$ cat config.mk
export PLATFORM = sky130hd
export DESIGN_NAME = cip_i2c_port
export DESIGN_NICKNAME = d
export VERILOG_FILES = /design/src/rtl/cip_pkg.sv /design/src/rtl/cip_sync.sv /design/src/rtl/cip_boost_timer.sv /design/src/rtl/cip_i2c_port.sv
export VERILOG_INCLUDE_DIRS = /design/src /design/src/rtl
export SDC_FILE = /design/constraint.sdc
export NUM_CORES = 1
export LEC_CHECK = 0
export ABC_CLOCK_PERIOD_IN_PS = 2750
export BUFFER_PORTS_ARGS = -buffer_cell sky130_fd_sc_hd__buf_4
export CAP_MARGIN = 15
export CORE_UTILIZATION = 30
export DETAILED_ROUTE_END_ITERATION = 12
export PLACE_DENSITY_LB_ADDON = 0.15
export SYNTH_ARGS = -nofsm -noshare
export SYNTH_HDL_FRONTEND = slang
export SYNTH_SLANG_ARGS = --single-unit
export TNS_END_PERCENT = 20
$ cat constraint.sdc
create_clock -name mclk -period 2.75 [get_ports mclk]
set_input_delay 0.275 -clock mclk [delete_from_list [all_inputs] [get_ports mclk]]
set_output_delay 0.275 -clock mclk [all_outputs]
set_load 0.01 [all_outputs]
$ cat src/rtl/cip_defs.svh
// Register offsets, reset values, field positions and timing counts
// Assumes inclusion by bare name from design files only.
`ifndef CIP_DEFS_SVH
`define CIP_DEFS_SVH

// Slave address fields
`define CIP_GROUP_ID 4'hd
`define CIP_DEV_ADDR 3'h2

// Register offsets
`define CIP_OFS_CTRL 8'h00
`define CIP_OFS_CUR 8'h01
`define CIP_OFS_VOLT 8'h02
`define CIP_OFS_SPEC 8'h03
`define CIP_OFS_SAFE 8'h04
`define CIP_OFS_LED 8'h05
`define CIP_OFS_STA 8'h06
`define CIP_OFS_STB 8'h07
`define CIP_OFS_EVG 8'h08
`define CIP_OFS_EVC 8'h09
`define CIP_OFS_EVB 8'h0a
`define CIP_OFS_MSG 8'h0b
`define CIP_OFS_MSC 8'h0c
`define CIP_OFS_MSB 8'h0d
`define CIP_OFS_ID 8'h0e

// Reset values
`define CIP_RST_CTRL 8'h0a
`define CIP_RST_CUR 8'h01
`define CIP_RST_VOLT 8'h19
`define CIP_RST_SPEC 8'h8a
`define CIP_RST_SAFE 8'h40
`define CIP_RST_LED 8'h1f
`define CIP_RST_FLAG 8'h00
`define CIP_RST_MASK 8'h00

// Field positions
`define CIP_BIT_BOOST_FAULT 0

// Timing
`define CIP_MCLK_HZ 20000000
`define CIP_BOOST_S 32
`define CIP_BOOST_CYCLES (64'd`CIP_BOOST_S * 64'd`CIP_MCLK_HZ)

`endif

$ cat src/rtl/cip_pkg.sv
// Types shared by the register port and its helpers
// Assumes nothing beyond a SystemVerilog compiler.
package cip_pkg;

	// Serial engine states
	typedef enum logic [2:0] {
		CIP_IDLE = 3'b000,
		CIP_ADDR = 3'b001,
		CIP_ADDR_ACK = 3'b010,
		CIP_SUB = 3'b011,
		CIP_SUB_ACK = 3'b100,
		CIP_WDATA = 3'b101,
		CIP_WDATA_ACK = 3'b110,
		CIP_RDATA = 3'b111
	} cip_state_e;

	// Status pin modes
	typedef enum logic [1:0] {
		CIP_STAT_AUTO = 2'b00,
		CIP_STAT_LOW = 2'b01,
		CIP_STAT_HIZ = 2'b10,
		CIP_STAT_UNDEF = 2'b11
	} cip_stat_e;

	// Charger modes
	typedef enum logic [1:0] {
		CIP_CHG_OFF = 2'b00,
		CIP_CHG_BOOST = 2'b01,
		CIP_CHG_CHARGE = 2'b10,
		CIP_CHG_RECHARGE = 2'b11
	} cip_chg_e;

	// Enable control register layout, bit 7 first
	typedef struct packed {
		logic [1:0] stat_mode;
		logic shunt_monitor_on;
		logic led_driver_on;
		logic linear_regulator_on;
		logic usb_line_detect_start;
		logic [1:0] charger_mode_select;
	} cip_ctrl_s;

endpackage : cip_pkg

$ cat src/rtl/cip_sync.sv
// Three-stage input synchroniser with agreement filter
// Assumes inputs asynchronous to mclk.
`timescale 1ns/1ps

module cip_sync #(
	parameter int W = 1,
	parameter logic [W-1:0] RESET_VAL = '0
) (
	input wire logic mclk,
	input wire logic rst_n,
	input wire logic [W-1:0] async_in,
	output logic [W-1:0] level_out
);

	genvar i;
	generate
		for (i = 0; i < W; i++) begin : g_bit
			logic s1_reg;
			logic s2_reg;
			logic s3_reg;
			// Shift chain; output follows once stages two and three agree
			always_ff @(posedge mclk) begin
				if (!rst_n) begin
					s1_reg <= RESET_VAL[i];
					s2_reg <= RESET_VAL[i];
					s3_reg <= RESET_VAL[i];
					level_out[i] <= RESET_VAL[i];
				end else begin
					s1_reg <= async_in[i];
					s2_reg <= s1_reg;
					s3_reg <= s2_reg;
					if (s2_reg == s3_reg) begin
						level_out[i] <= s3_reg;
					end
				end
			end
		end
	endgenerate

endmodule : cip_sync

$ cat src/rtl/cip_boost_timer.sv
// Boost safety timer with restart and one-cycle expiry pulse
// Assumes run and restart come from mclk logic.
`timescale 1ns/1ps

module cip_boost_timer #(
	parameter logic [29:0] TIMEOUT_CYCLES = 30'd1000
) (
	input wire logic mclk,
	input wire logic rst_n,
	input wire logic run,
	input wire logic restart,
	output logic expire
);

	logic [29:0] count_reg;

	// Counts only while boost runs; restart or idle clears it
	always_ff @(posedge mclk) begin
		if (!rst_n) begin
			count_reg <= 30'h0;
			expire <= 1'b0;
		end else if (!run || restart) begin
			count_reg <= 30'h0;
			expire <= 1'b0;
		end else if (count_reg == TIMEOUT_CYCLES - 30'd1) begin
			count_reg <= 30'h0;
			expire <= 1'b1;
		end else begin
			count_reg <= count_reg + 30'd1;
			expire <= 1'b0;
		end
	end

endmodule : cip_boost_timer

$ cat src/rtl/cip_i2c_port.sv
// Serial slave register port of the charger: bus engine and register bank
// Assumes an external pull-up on the data line and a bus controller
// that drives the serial clock.
//
// Contract
// Accept bus rates up to 400 kbit/s
// Upper address bits must equal 1101
// Next three address bits must equal 010
// Last address bit chooses read or write
// Subaddress byte selects the register
// Acknowledge match, then expect subaddress
// Start is data falling with clock high
// Stop is data rising with clock high
// Data changes only while clock low
// Acknowledge address, subaddress and data bytes
// Stop ends the transaction
// Register pointer advances after each data byte
// Controller alone drives the serial clock
// Data line driven open drain only
// Status pin mode: follow, low, high impedance
// Monitor and regulator bits switch functions
// LED driver on by bit or pin
// Detection bit self-clears when detection completes
// Charger mode: off, boost, charge, recharge
// Valid transaction restarts boost safety timer
// Boost flag read or reset clears fault
// Unmapped reads zero, writes ignored, still acknowledged
// Empty write keeps subaddress for later read
`timescale 1ns/1ps
`include "cip_defs.svh"

module cip_i2c_port #(
	parameter logic [29:0] BOOST_TIMEOUT_CYCLES = 30'(`CIP_BOOST_CYCLES),
	parameter logic [7:0] PART_ID = 8'h5a // Arbitrary identity value
) (
	input wire logic mclk,
	input wire logic rst_n,
	input wire logic scl_i,
	input wire logic sda_i,
	output logic sda_o,
	output logic sda_oe_n,
	input wire logic led_ctrl_pin,
	input wire logic charging,
	input wire logic detect_done,
	input wire logic [7:0] state_a,
	input wire logic [7:0] state_b,
	input wire logic [7:0] set_general,
	input wire logic [7:0] set_charge,
	input wire logic [7:0] set_boost,
	output cip_pkg::cip_ctrl_s ctrl,
	output logic led_drive_on,
	output logic stat_pull_low,
	output logic [7:0] cfg_current,
	output logic [7:0] cfg_voltage,
	output logic [7:0] cfg_special,
	output logic [7:0] cfg_safety,
	output logic [7:0] cfg_led
);

	////////////////////////////////////////////////////////////////////
	// Pin conditioning and bus events

	logic scl_f;
	logic sda_f;
	logic led_pin_f;
	logic scl_d;
	logic sda_d;
	logic scl_rise;
	logic scl_fall;
	logic start_ev;
	logic stop_ev;

	// Filtered bus pins; 20 MHz sampling leaves margin at 400 kHz
	cip_sync #(.W(2), .RESET_VAL(2'b11)) u_bus_sync (
		.mclk(mclk),
		.rst_n(rst_n),
		.async_in({scl_i, sda_i}),
		.level_out({scl_f, sda_f})
	);

	// Filtered LED control pin
	cip_sync #(.W(1), .RESET_VAL(1'b0)) u_led_sync (
		.mclk(mclk),
		.rst_n(rst_n),
		.async_in(led_ctrl_pin),
		.level_out(led_pin_f)
	);

	// Previous filtered levels
	always_ff @(posedge mclk) begin
		if (!rst_n) begin
			scl_d <= 1'b1;
			sda_d <= 1'b1;
		end else begin
			scl_d <= scl_f;
			sda_d <= sda_f;
		end
	end

	// Edge and condition decode; clock is only sampled
	assign scl_rise = scl_f & ~scl_d;
	assign scl_fall = ~scl_f & scl_d;
	assign start_ev = scl_f & scl_d & sda_d & ~sda_f;
	assign stop_ev = scl_f & scl_d & ~sda_d & sda_f;

	////////////////////////////////////////////////////////////////////
	// Serial engine

	cip_pkg::cip_state_e state_reg;
	logic [3:0] cnt_reg;
	logic [7:0] shift_reg;
	logic [7:0] tx_reg;
	logic [7:0] ptr_reg;
	logic rw_reg;
	logic mack_reg;
	logic rack_reg;
	logic addr_match;
	logic byte_done;
	logic wr_en;
	logic rd_take;
	logic [7:0] rd_byte;
	logic boost_expire;
	cip_pkg::cip_ctrl_s ctrl_next;

	assign byte_done = scl_fall && (cnt_reg == 4'd8);
	assign addr_match = (state_reg == cip_pkg::CIP_ADDR) && byte_done &&
		(shift_reg[7:4] == `CIP_GROUP_ID) &&
		(shift_reg[3:1] == `CIP_DEV_ADDR); // see R2
	assign wr_en = (state_reg == cip_pkg::CIP_WDATA) && byte_done;
	assign rd_take = scl_fall && ((state_reg == cip_pkg::CIP_ADDR_ACK &&
		rw_reg) || (state_reg == cip_pkg::CIP_RDATA && rack_reg &&
		!mack_reg));

	// Bit capture on rising clock
	always_ff @(posedge mclk) begin
		if (!rst_n) begin
			shift_reg <= 8'h00;
			mack_reg <= 1'b1;
		end else if (scl_rise) begin
			if (rack_reg) begin
				mack_reg <= sda_f;
			end else begin
				shift_reg <= {shift_reg[6:0], sda_f};
			end
		end
	end

	// State, bit count and data drive; drive moves on falling clock
	always_ff @(posedge mclk) begin
		if (!rst_n) begin
			state_reg <= cip_pkg::CIP_IDLE;
			cnt_reg <= 4'h0;
			tx_reg <= 8'h00;
			rw_reg <= 1'b0;
			rack_reg <= 1'b0;
			sda_oe_n <= 1'b1;
		end else if (start_ev) begin
			state_reg <= cip_pkg::CIP_ADDR;
			cnt_reg <= 4'h0;
			rack_reg <= 1'b0;
			sda_oe_n <= 1'b1;
		end else if (stop_ev) begin
			state_reg <= cip_pkg::CIP_IDLE;
			rack_reg <= 1'b0;
			sda_oe_n <= 1'b1;
		end else begin
			if (scl_rise && state_reg != cip_pkg::CIP_RDATA) begin
				cnt_reg <= cnt_reg + 4'd1;
			end
			if (scl_fall) begin
				unique case (state_reg)
				cip_pkg::CIP_IDLE: begin
					sda_oe_n <= 1'b1;
				end
				cip_pkg::CIP_ADDR: begin
					if (addr_match) begin
						rw_reg <= shift_reg[0];
						sda_oe_n <= 1'b0; // see R6
						state_reg <= cip_pkg::CIP_ADDR_ACK;
					end else if (byte_done) begin
						state_reg <= cip_pkg::CIP_IDLE;
					end
				end
				cip_pkg::CIP_ADDR_ACK: begin
					cnt_reg <= 4'h0;
					if (rw_reg) begin
						tx_reg <= {rd_byte[6:0], 1'b0};
						sda_oe_n <= rd_byte[7];
						cnt_reg <= 4'd1;
						state_reg <= cip_pkg::CIP_RDATA;
					end else begin
						sda_oe_n <= 1'b1;
						state_reg <= cip_pkg::CIP_SUB;
					end
				end
				cip_pkg::CIP_SUB: begin
					if (byte_done) begin
						sda_oe_n <= 1'b0;
						state_reg <= cip_pkg::CIP_SUB_ACK;
					end
				end
				cip_pkg::CIP_SUB_ACK, cip_pkg::CIP_WDATA_ACK: begin
					sda_oe_n <= 1'b1;
					cnt_reg <= 4'h0;
					state_reg <= cip_pkg::CIP_WDATA;
				end
				cip_pkg::CIP_WDATA: begin
					if (byte_done) begin
						sda_oe_n <= 1'b0; // see R10
						state_reg <= cip_pkg::CIP_WDATA_ACK;
					end
				end
				cip_pkg::CIP_RDATA: begin
					if (rack_reg) begin
						rack_reg <= 1'b0;
						if (!mack_reg) begin
							tx_reg <= {rd_byte[6:0], 1'b0};
							sda_oe_n <= rd_byte[7];
							cnt_reg <= 4'd1;
						end else begin
							state_reg <= cip_pkg::CIP_IDLE;
						end
					end else if (cnt_reg == 4'd8) begin
						sda_oe_n <= 1'b1; // Release for controller ack
						rack_reg <= 1'b1;
					end else begin
						sda_oe_n <= tx_reg[7];
						tx_reg <= {tx_reg[6:0], 1'b0};
						cnt_reg <= cnt_reg + 4'd1;
					end
				end
				endcase
			end
		end
	end

	// Open-drain: only the enable moves, the level stays low
	always_ff @(posedge mclk) begin
		if (!rst_n) begin
			sda_o <= 1'b0;
		end else begin
			sda_o <= 1'b0;
		end
	end

	// Register pointer: loaded by subaddress, advanced per data byte
	always_ff @(posedge mclk) begin
		if (!rst_n) begin
			ptr_reg <= 8'h00;
		end else if (state_reg == cip_pkg::CIP_SUB && byte_done) begin
			ptr_reg <= shift_reg; // see R5
		end else if (wr_en || (state_reg == cip_pkg::CIP_RDATA &&
			scl_fall && !rack_reg && cnt_reg == 4'd8)) begin
			ptr_reg <= ptr_reg + 8'd1;
		end
	end

	////////////////////////////////////////////////////////////////////
	// Register bank

	logic [7:0] cfg_reg [5];
	logic [7:0] flag_reg [3];
	logic [7:0] mask_reg [3];
	logic [7:0] flag_set [3];

	localparam logic [7:0] CFG_RST [5] = '{`CIP_RST_CUR, `CIP_RST_VOLT,
		`CIP_RST_SPEC, `CIP_RST_SAFE, `CIP_RST_LED};

	assign flag_set[0] = set_general;
	assign flag_set[1] = set_charge;
	assign flag_set[2] = set_boost |
		(8'(boost_expire) << `CIP_BIT_BOOST_FAULT);

	// Per-entry configuration, mask and flag registers
	genvar gi;
	generate
		for (gi = 0; gi < 5; gi++) begin : g_cfg
			always_ff @(posedge mclk) begin
				if (!rst_n) begin
					cfg_reg[gi] <= CFG_RST[gi];
				end else if (wr_en && ptr_reg == `CIP_OFS_CUR + 8'(gi)) begin
					cfg_reg[gi] <= shift_reg;
				end
			end
		end
		for (gi = 0; gi < 3; gi++) begin : g_evt
			// Masks are plain read/write storage
			always_ff @(posedge mclk) begin
				if (!rst_n) begin
					mask_reg[gi] <= `CIP_RST_MASK;
				end else if (wr_en && ptr_reg == `CIP_OFS_MSG + 8'(gi)) begin
					mask_reg[gi] <= shift_reg;
				end
			end
			// Sticky flags cleared by read; a new event wins
			always_ff @(posedge mclk) begin
				if (!rst_n) begin
					flag_reg[gi] <= `CIP_RST_FLAG;
				end else if (rd_take && ptr_reg == `CIP_OFS_EVG + 8'(gi)) begin
					flag_reg[gi] <= flag_set[gi];
				end else begin
					flag_reg[gi] <= flag_reg[gi] | flag_set[gi];
				end
			end
		end
	endgenerate

	assign cfg_current = cfg_reg[0];
	assign cfg_voltage = cfg_reg[1];
	assign cfg_special = cfg_reg[2];
	assign cfg_safety = cfg_reg[3];
	assign cfg_led = cfg_reg[4];

	// Enable control: writes load it, detection and timeout clear fields
	always_comb begin
		ctrl_next = ctrl;
		if (detect_done) begin
			ctrl_next.usb_line_detect_start = 1'b0;
		end
		if (boost_expire) begin
			ctrl_next.charger_mode_select = cip_pkg::CIP_CHG_OFF;
		end
		if (wr_en && ptr_reg == `CIP_OFS_CTRL) begin
			ctrl_next = shift_reg; // see R16
		end
	end

	always_ff @(posedge mclk) begin
		if (!rst_n) begin
			ctrl <= `CIP_RST_CTRL;
		end else begin
			ctrl <= ctrl_next;
		end
	end

	// Pin-facing enables derived from control
	always_ff @(posedge mclk) begin
		if (!rst_n) begin
			led_drive_on <= 1'b0;
			stat_pull_low <= 1'b0;
		end else begin
			led_drive_on <= ctrl.led_driver_on | led_pin_f;
			unique case (ctrl.stat_mode)
			cip_pkg::CIP_STAT_AUTO: stat_pull_low <= charging;
			cip_pkg::CIP_STAT_LOW: stat_pull_low <= 1'b1;
			cip_pkg::CIP_STAT_HIZ: stat_pull_low <= 1'b0;
			cip_pkg::CIP_STAT_UNDEF: stat_pull_low <= 1'b0;
			endcase
		end
	end

	// Read multiplexer; unmapped offsets read zero
	always_comb begin
		case (ptr_reg)
		`CIP_OFS_CTRL: rd_byte = ctrl;
		`CIP_OFS_CUR: rd_byte = cfg_reg[0];
		`CIP_OFS_VOLT: rd_byte = cfg_reg[1];
		`CIP_OFS_SPEC: rd_byte = cfg_reg[2];
		`CIP_OFS_SAFE: rd_byte = cfg_reg[3];
		`CIP_OFS_LED: rd_byte = cfg_reg[4];
		`CIP_OFS_STA: rd_byte = state_a;
		`CIP_OFS_STB: rd_byte = state_b;
		`CIP_OFS_EVG: rd_byte = flag_reg[0];
		`CIP_OFS_EVC: rd_byte = flag_reg[1];
		`CIP_OFS_EVB: rd_byte = flag_reg[2];
		`CIP_OFS_MSG: rd_byte = mask_reg[0];
		`CIP_OFS_MSC: rd_byte = mask_reg[1];
		`CIP_OFS_MSB: rd_byte = mask_reg[2];
		`CIP_OFS_ID: rd_byte = PART_ID;
		default: rd_byte = 8'h00;
		endcase
	end

	// Boost timer restarted by every addressed transaction
	cip_boost_timer #(.TIMEOUT_CYCLES(BOOST_TIMEOUT_CYCLES)) u_boost (
		.mclk(mclk),
		.rst_n(rst_n),
		.run(ctrl.charger_mode_select == cip_pkg::CIP_CHG_BOOST),
		.restart(addr_match),
		.expire(boost_expire)
	);

	////////////////////////////////////////////////////////////////////
	// Checks

	addr_ack_a: assert property (@(posedge mclk) disable iff (!rst_n)
		addr_match && !start_ev && !stop_ev |=> !sda_oe_n)
		else $error("matched address not acknowledged");

	addr_miss_a: assert property (@(posedge mclk) disable iff (!rst_n)
		state_reg == cip_pkg::CIP_ADDR && byte_done && !addr_match &&
		!start_ev && !stop_ev |=> sda_oe_n && state_reg == cip_pkg::CIP_IDLE)
		else $error("foreign address answered");

	start_seen_a: assert property (@(posedge mclk) disable iff (!rst_n)
		start_ev |=> state_reg == cip_pkg::CIP_ADDR && cnt_reg == 4'h0)
		else $error("start not taken");

	stop_seen_a: assert property (@(posedge mclk) disable iff (!rst_n)
		stop_ev && !start_ev |=> state_reg == cip_pkg::CIP_IDLE && sda_oe_n)
		else $error("stop not taken");

	sda_timing_a: assert property (@(posedge mclk) disable iff (!rst_n)
		$changed(sda_oe_n) && !$past(start_ev) && !$past(stop_ev) |-> !scl_f)
		else $error("data moved while clock high");

	sub_load_a: assert property (@(posedge mclk) disable iff (!rst_n)
		state_reg == cip_pkg::CIP_SUB && byte_done && !start_ev && !stop_ev
		|=> ptr_reg == $past(shift_reg) ##1 !sda_oe_n)
		else $error("subaddress not loaded");

	ptr_step_a: assert property (@(posedge mclk) disable iff (!rst_n)
		wr_en && !start_ev && !stop_ev |=> ptr_reg == $past(ptr_reg) + 8'd1)
		else $error("pointer did not advance");

	unmapped_a: assert property (@(posedge mclk) disable iff (!rst_n)
		rd_take && ptr_reg > `CIP_OFS_ID |=> tx_reg == 8'h00 && !sda_oe_n)
		else $error("unmapped read not zero");

	detect_clr_a: assert property (@(posedge mclk) disable iff (!rst_n)
		detect_done && !(wr_en && ptr_reg == `CIP_OFS_CTRL)
		|=> !ctrl.usb_line_detect_start)
		else $error("detect bit not cleared");

	fault_clr_a: assert property (@(posedge mclk) disable iff (!rst_n)
		rd_take && ptr_reg == `CIP_OFS_EVB && !boost_expire &&
		!set_boost[`CIP_BIT_BOOST_FAULT] |=> !flag_reg[2][`CIP_BIT_BOOST_FAULT])
		else $error("boost fault not cleared");

	led_pin_a: assert property (@(posedge mclk) disable iff (!rst_n)
		led_pin_f |=> led_drive_on)
		else $error("pin did not enable LED");

	open_drain_a: assert property (@(posedge mclk) disable iff (!rst_n)
		!sda_oe_n |-> sda_o == 1'b0 && state_reg inside {
		cip_pkg::CIP_ADDR_ACK, cip_pkg::CIP_SUB_ACK,
		cip_pkg::CIP_WDATA_ACK, cip_pkg::CIP_RDATA})
		else $error("data line pulled outside a drive slot");

endmodule : cip_i2c_port

After elaboration in Yosys (flattened, before gate mapping):

Memories as Yosys holds them, arrays and structs flattened.
Index checks and enable logic that the tools add are counted.

* add/subtract/negate cells: 3
* multiply operators: 0
* divide/modulo/power cells: 0
* $lt $le $gt $ge: 0
* eq/ne operators: 48
* shift-type cells: 0
* muxes and demuxes: 97
* bitwise operators: 34
* reductions and logical operators: 58

Operators by type and width (number)
* 8-bit two-way mux: 20
* 8-bit one-hot mux with 15 select lines: 1
* 1-bit two-way mux: 57
* 8-bit by 4-bit == test with 1-bit output (second input constant): 7
* 8-bit by 3-bit == test with 1-bit output (second input constant): 4
* 30-bit by 1-bit adder with 30-bit output (second input constant): 1
* 30-bit == test (second input constant): 1
* 1-bit logical AND: 26
* 3-bit two-way mux: 8
* 8-bit bitwise OR: 3
* 7-bit AND reduction: 3
* 4-bit two-way mux: 5
* 3-bit one-hot mux with 6 select lines: 1
* 8-bit by 2-bit == test with 1-bit output (second input constant): 2
* 4-bit != test (second input constant): 4
* 8-bit one-hot mux with 2 select lines: 1
* 1-bit bitwise OR: 15
* 3-bit == test (second input constant): 4
* 4-bit one-hot mux with 3 select lines: 1
* 2-bit != test (second input constant): 5
* 2-bit OR reduction: 5
* 3-bit by 2-bit == test with 1-bit output (second input constant): 3
* 3-bit != test (second input constant): 3
* 3-bit OR reduction: 3
* other kinds (29): 57

* flip-flop bits (word level): 90
* latch bits: 0
* bits in writable memories: 88
* bits in read-only memories: 0
* memories: 3

Memories
* cfg_reg: words 5, width 8, read ports 5, clocked after Yosys merged registers in 0, wr ports 5, RTL line cip_i2c_port.sv:261 `logic [7:0] cfg_reg [5];`
* flag_reg: words 3, width 8, read ports 3, clocked after Yosys merged registers in 0, wr ports 3, RTL line cip_i2c_port.sv:262 `logic [7:0] flag_reg [3];`
* mask_reg: words 3, width 8, read ports 3, clocked after Yosys merged registers in 0, wr ports 3, RTL line cip_i2c_port.sv:263 `logic [7:0] mask_reg [3];`

Depth between registers and ports, before layout:

Gate-level depths: netlist of run 1.

* depth in word-level cells: 11
* depth in mapped cells: 9
* gate-level depth less buffers: 8

Hierarchy:

From an unflattened synthesis of run 1, not the netlist that was laid out.

* cell total of the unflattened synthesis: 914
* area total of the unflattened synthesis: 8988.6 sq um

Modules (own cells, without submodules)
* cip_i2c_port: times used 1, cells each 708, area each 7116.8 sq um, sequential area each 3563.4 sq um
* cip_boost_timer: times used 1, cells each 176, area each 1530.2 sq um, sequential area each 620.6 sq um
* cip_sync at u_bus_sync: times used 1, cells each 20, area each 225.2 sq um, sequential area each 160.2 sq um
* cip_sync at u_led_sync: times used 1, cells each 10, area each 116.4 sq um, sequential area each 80.1 sq um

Worst setup path after synthesis of run 1:

OpenSTA, ideal clock, no wires.

* path type: flip-flop to flip-flop
* start: reg u_bus_sync.level_out[1]
* end: mem cfg_reg[3][0] (enable)
* data arrival time: 2.008 ns
* data required time: 2.363 ns
* setup slack: 0.355 ns
* stages on the path, launching flop included: 6
* cells stage by stage: dfxtp_1 > buf_2 > nand2b_1 > buf_4 > or4_1 > o31ai_1

RTL lines
* start, declared: RTL line cip_sync.sv:12 `output logic [W-1:0] level_out`
* start signal, assigned by index: RTL line cip_sync.sv:27 `level_out[i] <= RESET_VAL[i];`
* start signal, assigned by index: RTL line cip_sync.sv:33 `level_out[i] <= s3_reg;`
* end, declared: RTL line cip_i2c_port.sv:261

Worst setup path after layout of run 1:

* start: reg ptr_reg[0]
* end: reg tx_reg[6]

* longest elaborated chain between the ends: 5

RTL lines
* start, declared: RTL line cip_i2c_port.sv:113 `logic [7:0] ptr_reg;`
* start signal, assigned: RTL line cip_i2c_port.sv:251 `ptr_reg <= shift_reg;`
* start signal, assigned: RTL line cip_i2c_port.sv:254 `ptr_reg <= ptr_reg + 8'd1;`
* 8-bit by 4-bit == test with 1-bit output (tied with other cells): RTL line cip_i2c_port.sv:354 `case (ptr_reg)`
* 8-bit one-hot mux with 15 select lines (*): RTL line cip_i2c_port.sv:354
* 8-bit two-way mux: RTL line cip_i2c_port.sv:216 `if (!mack_reg) begin`
* 8-bit two-way mux: RTL line cip_i2c_port.sv:214 `if (rack_reg) begin`
* 8-bit one-hot mux with 2 select lines (*): RTL line cip_i2c_port.sv:171 `unique case (state_reg)`
* end signal, assigned: RTL line cip_i2c_port.sv:187 `tx_reg <= {rd_byte[6:0], 1'b0};`
* end signal, assigned: RTL line cip_i2c_port.sv:217 `tx_reg <= {rd_byte[6:0], 1'b0};`
* end signal, assigned: RTL line cip_i2c_port.sv:228 `tx_reg <= {tx_reg[6:0], 1'b0};`
* end, declared: RTL line cip_i2c_port.sv:112 `logic [7:0] tx_reg;`

Every way passes the cells marked *; elsewhere a longest branch is shown, timed or not. The select of a mux whose other input is x is not followed.
A chain may end at the register's enable or synchronous reset.

==> impl_metrics.csv, run 1 <==
group,metric,value,unit
drt,drc,0,
setup_path,cpMaxStageDelayCell,"dfxtp_1",
synth,syn_area_per_cell,9.87,sq um
synth,ys_seq_area_share,51.4,%
layout,largest_reg_flops,40,
floorplanning,row_count,61,
power_and_ir_drop,p_leak,3.66,nW
drt,wire_per_inst,20.2,um
cts,cts.clk_slew.worst_paths,0.07,ns
setup_path,cp.required,3.04,ns
placed_design,dp_slack,0.273,ns
setup_path,critical_path.startpoint,"ptr_reg[0]",
synth,synth_edf_count,88,
cts,root_buffer,"clkbuf_16",
global_route,grt_pass1_wl,41.6,mm
layout,layout.cells.non_filler,1381,
placed_design,place_area,9870,sq um
synth,ys_ff_latch,177,
synth,synthSimpleGateAreaFrac,22.8,%
power_and_ir_drop,pwr-share-seq,51.1,%
power_and_ir_drop,power_frac_comb,3.8,%
setup_path,cp_max_fo,10,
synth,yosysWarnings,0,
setup_path,timing.rr.start,"ptr_reg[0]",
layout,layout_common_cells,"buf_4, nor2_1, dfxtp_1",
synth,synth_top_family_by_area,"simple AND/OR/NAND/NOR gates",
sta,worst_slew_pin_slew,0.897,ns
setup_path,startpoint_type,"flop",
setup_path,worstPathCellList,"inv_1 -> ha_1 -> and2_1 -> buf_4 -> a222oi_1 -> o21ai_1 -> a221oi_2 -> o22ai_1",
status,outcome,"completed",
power_and_ir_drop,p_clk_share,45.1,%
floorplanning,die-area,29400,sq um
cts,cts_hold_buf,0,
layout,nets,1044,
sta,clock.fmax,0.389,GHz
floorplanning,die_x,171,um
placed_design,dpl.cell_count,1349,
cts,clock_latency,0.44,ns
placed_design,globalplace.congestion,0.885,
layout,final_core_util,37.4,%
layout,post-route-cell-area,10500,sq um
power_and_ir_drop,power_switching,1.30,mW
synth,async_flop_share,0,%
cts,cts_setup_buffers,0,
sta,finalSetupViolCount,0,
global_route,grt_pass1_vias,6654,
placed_design,dpl.hpwl,19.7,mm
synth,netlist_area,8600,sq um
synth,synth_xor_area_share,2.75,%
floorplanning,initial_core_util,30.7,%
floorplanning,dieHeight,171,um
drt,vias,7113,
sta,tns,0,ns
layout,antennaDiodeCount,0,
cts,cts_tree,"done",
global_route,grt.total_usage,19.5,%
sta,relSlewSlack,40.1,%
setup_path,path_class,"reg2reg",
sta,skew,0.0128,ns
synth,synthCells,871,
power_and_ir_drop,p_int,4.34,mW
setup_path,worst_path_largest_cell_delay,0.51,ns
drt,wl,27.8,mm
drt,drt-pass1-iter-count,5,
synth,synth_compound_area_share,15.2,%
sta,worst_hold_slack,0.0267,ns
layout,drive_gt1_share,19.6,%
cts,cts_buffer_depth,2,
layout,final_common_cell,"buf_4",
floorplanning,ios,99,
drt,drt_iter0_drc,744,
synth,synth_mux_area_share,2.81,%
layout,syn_to_final_growth,21.8,%
sta,rsz0062_at_grt,"no",
drt,vias_per_cell,5.15,
power_and_ir_drop,power,5.64,mW
setup_path,arrival,2.86,ns
floorplanning,coreArea,28000,sq um
cts,htree_num_levels,4,
cts,clock_sinks,177,
hold_path,min_from,"scl_i",
global_route,overflow,0,
global_route,grt_max_degree,46,
sta,fin_crit,2.57,ns
hold_path,min_path_type,"in2reg",
cts,cts-resized-gates,0,
sta,hold_viol,0,
global_route,antenna_found_initial,1,
power_and_ir_drop,switching_share,23.0,%
placed_design,port_buffers,97,
sta,fin_crit_sh,93.4,%
cts,cts_buffers,17,
setup_path,end_kind,"flop",
drt,ant_nets,0,
synth,ys.flop_type,"dfxtp_1",
synth,yosysUniqueCellTypes,81,
job,drv_cap,0,
sta,drv_slew,0,
power_and_ir_drop,vdd_ir_drop_max,0.000370,V
power_and_ir_drop,power.density,539,nW/um^2
sta,fin_ws,0.182,ns
layout,nFillCells,2881,
synth,synth_fa_ha_area_share,1.02,%
==> cell families (layout without fill, tap and decap cells) <==
group,count (synthesis),count (layout)
AND/OR/NAND/NOR,370,370
AO/OA/AOI/OAI,198,198
flip-flops,177,177
buffers and inverters,68,177
XOR/XNOR,27,27
multiplexers,22,22
adder cells (fa/ha/maj),7,7
other,2,25
==> cell usage after synthesis (all sizes together) (5+ instances only) <==
master	instances	area (sq um)
a221oi	11	109
nand3	28	145
and3	8	50.1
nor3	14	106
nor4	9	77.6
clkbuf	23	86.3
dfxtp	89	1780
a22oi	20	155
nor2	109	412
or3	8	50.1
a31oi	17	106
mux2	7	78.8
o21ai	35	175
nand3b	5	41.3
inv	15	56.3
xnor2	10	87.6
o31ai	5	37.5
buf	29	193
edfxtp	88	2640
o22ai	13	87.6
nor2b	14	87.6
ha	7	87.6
nand4	9	56.3
xor2	17	149
mux2i	14	140
a22o	5	43.8
and2	62	393
a21oi	57	285
nand2b	18	113
nand2	68	273
==> power groups by stage <==
stage          combinational (mW)  sequential [mW]  clock [mW]
3_5_place_dp                0.213             2.95           0
6_report                    0.214             2.89        2.54
5_1_grt                     0.232             2.89        2.70
4_1_cts                     0.214             2.89        2.60
3_3_place_gp                0.214             2.95           0
2_1_floorplan              0.0775             2.93           0
==> worst max-delay path, delay by kind of cell, from the launching register on <==
family,cells,cell delay (ns)
buf+inv,2,0.33
fa+ha+maj,1,0.28
flops,1,0.51
simple gates,1,0.23
compound gates,4,1.05
==> worst paths after layout <==
path | end | slack [ns] | cells past startpoint
hold reg to reg | u_bus_sync.g_bit[1].s2_reg | 0.41 | 1
hold / removal | u_bus_sync.g_bit[1].s1_reg | 0.03 | 2
setup / recovery | tx_reg[6] | 0.18 | 8
setup reg to reg | tx_reg[6] | 0.18 | 8
==> area by class of cell <==
| type | instances | area, sq um | share of cell area [%] |
|---|---|---|---|
| timing repair buffer | 129 | 993 | 9.48 |
| clock inverter | 11 | 111 | 1.06 |
| inverter | 16 | 60.1 | 0.573 |
| multi-input combinational | 649 | 3920 | 37.4 |
| sequential | 177 | 4420 | 42.2 |
| clock buffer | 21 | 493 | 4.70 |
| tap | 378 | 473 | 4.51 |
==> routing by layer <==
layer | vias up | global-route usage, % | routed length (um)
li1 | 3373 | - | -
met1 | 3446 | 28.9 | 13800
met2 | 253 | 27.4 | 11600
met3 | 41 | 4.12 | 1720
met4 | 0 | 7.07 | 707
met5 | - | 0 | 0
No activity file was read; power rests on OpenSTA's default activity.
==> run 2: changes to the inputs <==
CTS_CLUSTER_DIAMETER = 60   (was default)
GPL_ROUTABILITY_DRIVEN = 0   (was default)
REMOVE_ABC_BUFFERS = 1   (was default)
==> impl_metrics.csv, run 2 (synthesis results as in run 1) <==
group,metric,value,unit
cts,cts.clk_slew.worst_paths,0.07,ns
sta,hold_viol,0,
power_and_ir_drop,power.density,529,nW/um^2
drt,drt-pass1-iter-count,5,
sta,fin_ws,0.258,ns
setup_path,path_class,"reg2reg",
floorplanning,ios,99,
layout,final_common_cell,"buf_4",
global_route,antenna_found_initial,0,
sta,drv_slew,0,
status,outcome,"completed",
sta,skew,0.0140,ns
cts,clock_sinks,177,
layout,antennaDiodeCount,0,
cts,cts_buffers,17,
cts,htree_num_levels,4,
floorplanning,row_count,61,
drt,drt_iter0_drc,602,
placed_design,port_buffers,97,
sta,fin_crit_sh,90.6,%
floorplanning,die-area,29400,sq um
global_route,grt_pass1_vias,6479,
drt,vias,6870,
global_route,grt.total_usage,18.7,%
placed_design,dp_slack,0.273,ns
setup_path,cpLargestDelayFamily,"simple AND/OR/NAND/NOR gates",
drt,wire_per_inst,19.4,um
layout,post-route-cell-area,10500,sq um
setup_path,startpoint_type,"flop",
sta,finalSetupViolCount,0,
setup_path,worst_path_largest_cell_delay,0.48,ns
setup_path,crit_buf_inv,1,
power_and_ir_drop,vdd_ir_drop_max,0.000464,V
sta,relSlewSlack,33.3,%
cts,cts_setup_buffers,0,
sta,rsz0062_at_grt,"no",
cts,cts_tree,"done",
cts,cts-resized-gates,0,
floorplanning,coreArea,28000,sq um
global_route,overflow,0,
floorplanning,initial_core_util,30.7,%
setup_path,worstPathCellList,"nor4_2 -> buf_4 -> nand2_1 -> o2111ai_1 -> nand4b_1 -> a31o_1 -> o22ai_2",
sta,fin_crit,2.49,ns
layout,largest_reg_flops,40,
sta,clock.fmax,0.401,GHz
placed_design,place_area,9890,sq um
layout,layout_common_cells,"buf_4, nor2_1, dfxtp_1",
cts,root_buffer,"clkbuf_16",
cts,clock_latency,0.43,ns
global_route,grt_max_degree,46,
setup_path,end_kind,"flop",
global_route,grt_pass1_wl,40.4,mm
placed_design,dpl.hpwl,19.0,mm
hold_path,min_path_type,"in2reg",
setup_path,cp.required,3.10,ns
drt,ant_nets,0,
floorplanning,dieHeight,171,um
drt,wl,26.9,mm
setup_path,cp_max_fo,16,
layout,nets,1048,
cts,cts_buffer_depth,2,
power_and_ir_drop,p_leak,3.66,nW
floorplanning,die_x,171,um
job,drv_cap,0,
sta,worst_slew_pin_slew,1.00,ns
layout,drive_gt1_share,19.9,%
layout,syn_to_final_growth,21.7,%
cts,cts_hold_buf,0,
drt,vias_per_cell,4.96,
drt,drc,0,
setup_path,arrival,2.84,ns
setup_path,cpMaxStageDelayCell,"nor4_2",
run 2: stage by stage:
stage	total power [mW]	TNS (ns)	std cells	hold slack, ns	util (%)
3_5_place_dp	3.15	0	1353	0.394	35.3
3_3_place_gp	3.15	0	1353	0.390	35.3
4_1_cts	5.60	0	1384	0.00701	37.4
6_report	5.54	0	1384	0.0262	37.4
5_1_grt	5.73	0	1384	0.00660	37.4
2_1_floorplan	3.00	-2.24	842	0.337	-
run 2: layout make-up:
class,count,area (sq um)
Sequential cell,177,4420
Tap cell,378,473
Timing Repair Buffer,133,1010
Fill cell,2884,17500
Inverter,16,60.1
Multi-Input combinational cell,649,3920
Clock buffer,18,429
Clock inverter,13,145
run 2: where the power goes:
group | switching [mW] | internal (mW)
sequential | 0.0456 | 2.84
clock | 1.16 | 1.29
combinational | 0.109 | 0.103
run 2: final timing paths:
check / cells past startpoint / to / slack [ns] / from
setup / recovery: 7 / tx_reg[2] / 0.26 / ptr_reg[4]
hold / removal: 2 / u_bus_sync.g_bit[0].s1_reg / 0.03 / sda_i
setup reg to reg: 7 / tx_reg[2] / 0.26 / ptr_reg[4]
hold reg to reg: 1 / u_bus_sync.g_bit[0].s2_reg / 0.41 / u_bus_sync.g_bit[0].s1_reg
run 2: metal layers:
metal | share of wire, % | routed length [um] | track usage, % | vias up
met2 | 44 | 12000 | 28.5 | 183
met5 | 0 | 0 | 0 | -
met4 | 1.9 | 499 | 5.40 | 0
met3 | 5.0 | 1340 | 3.34 | 25
met1 | 49 | 13100 | 26.9 | 3293
li1 | - | - | - | 3369
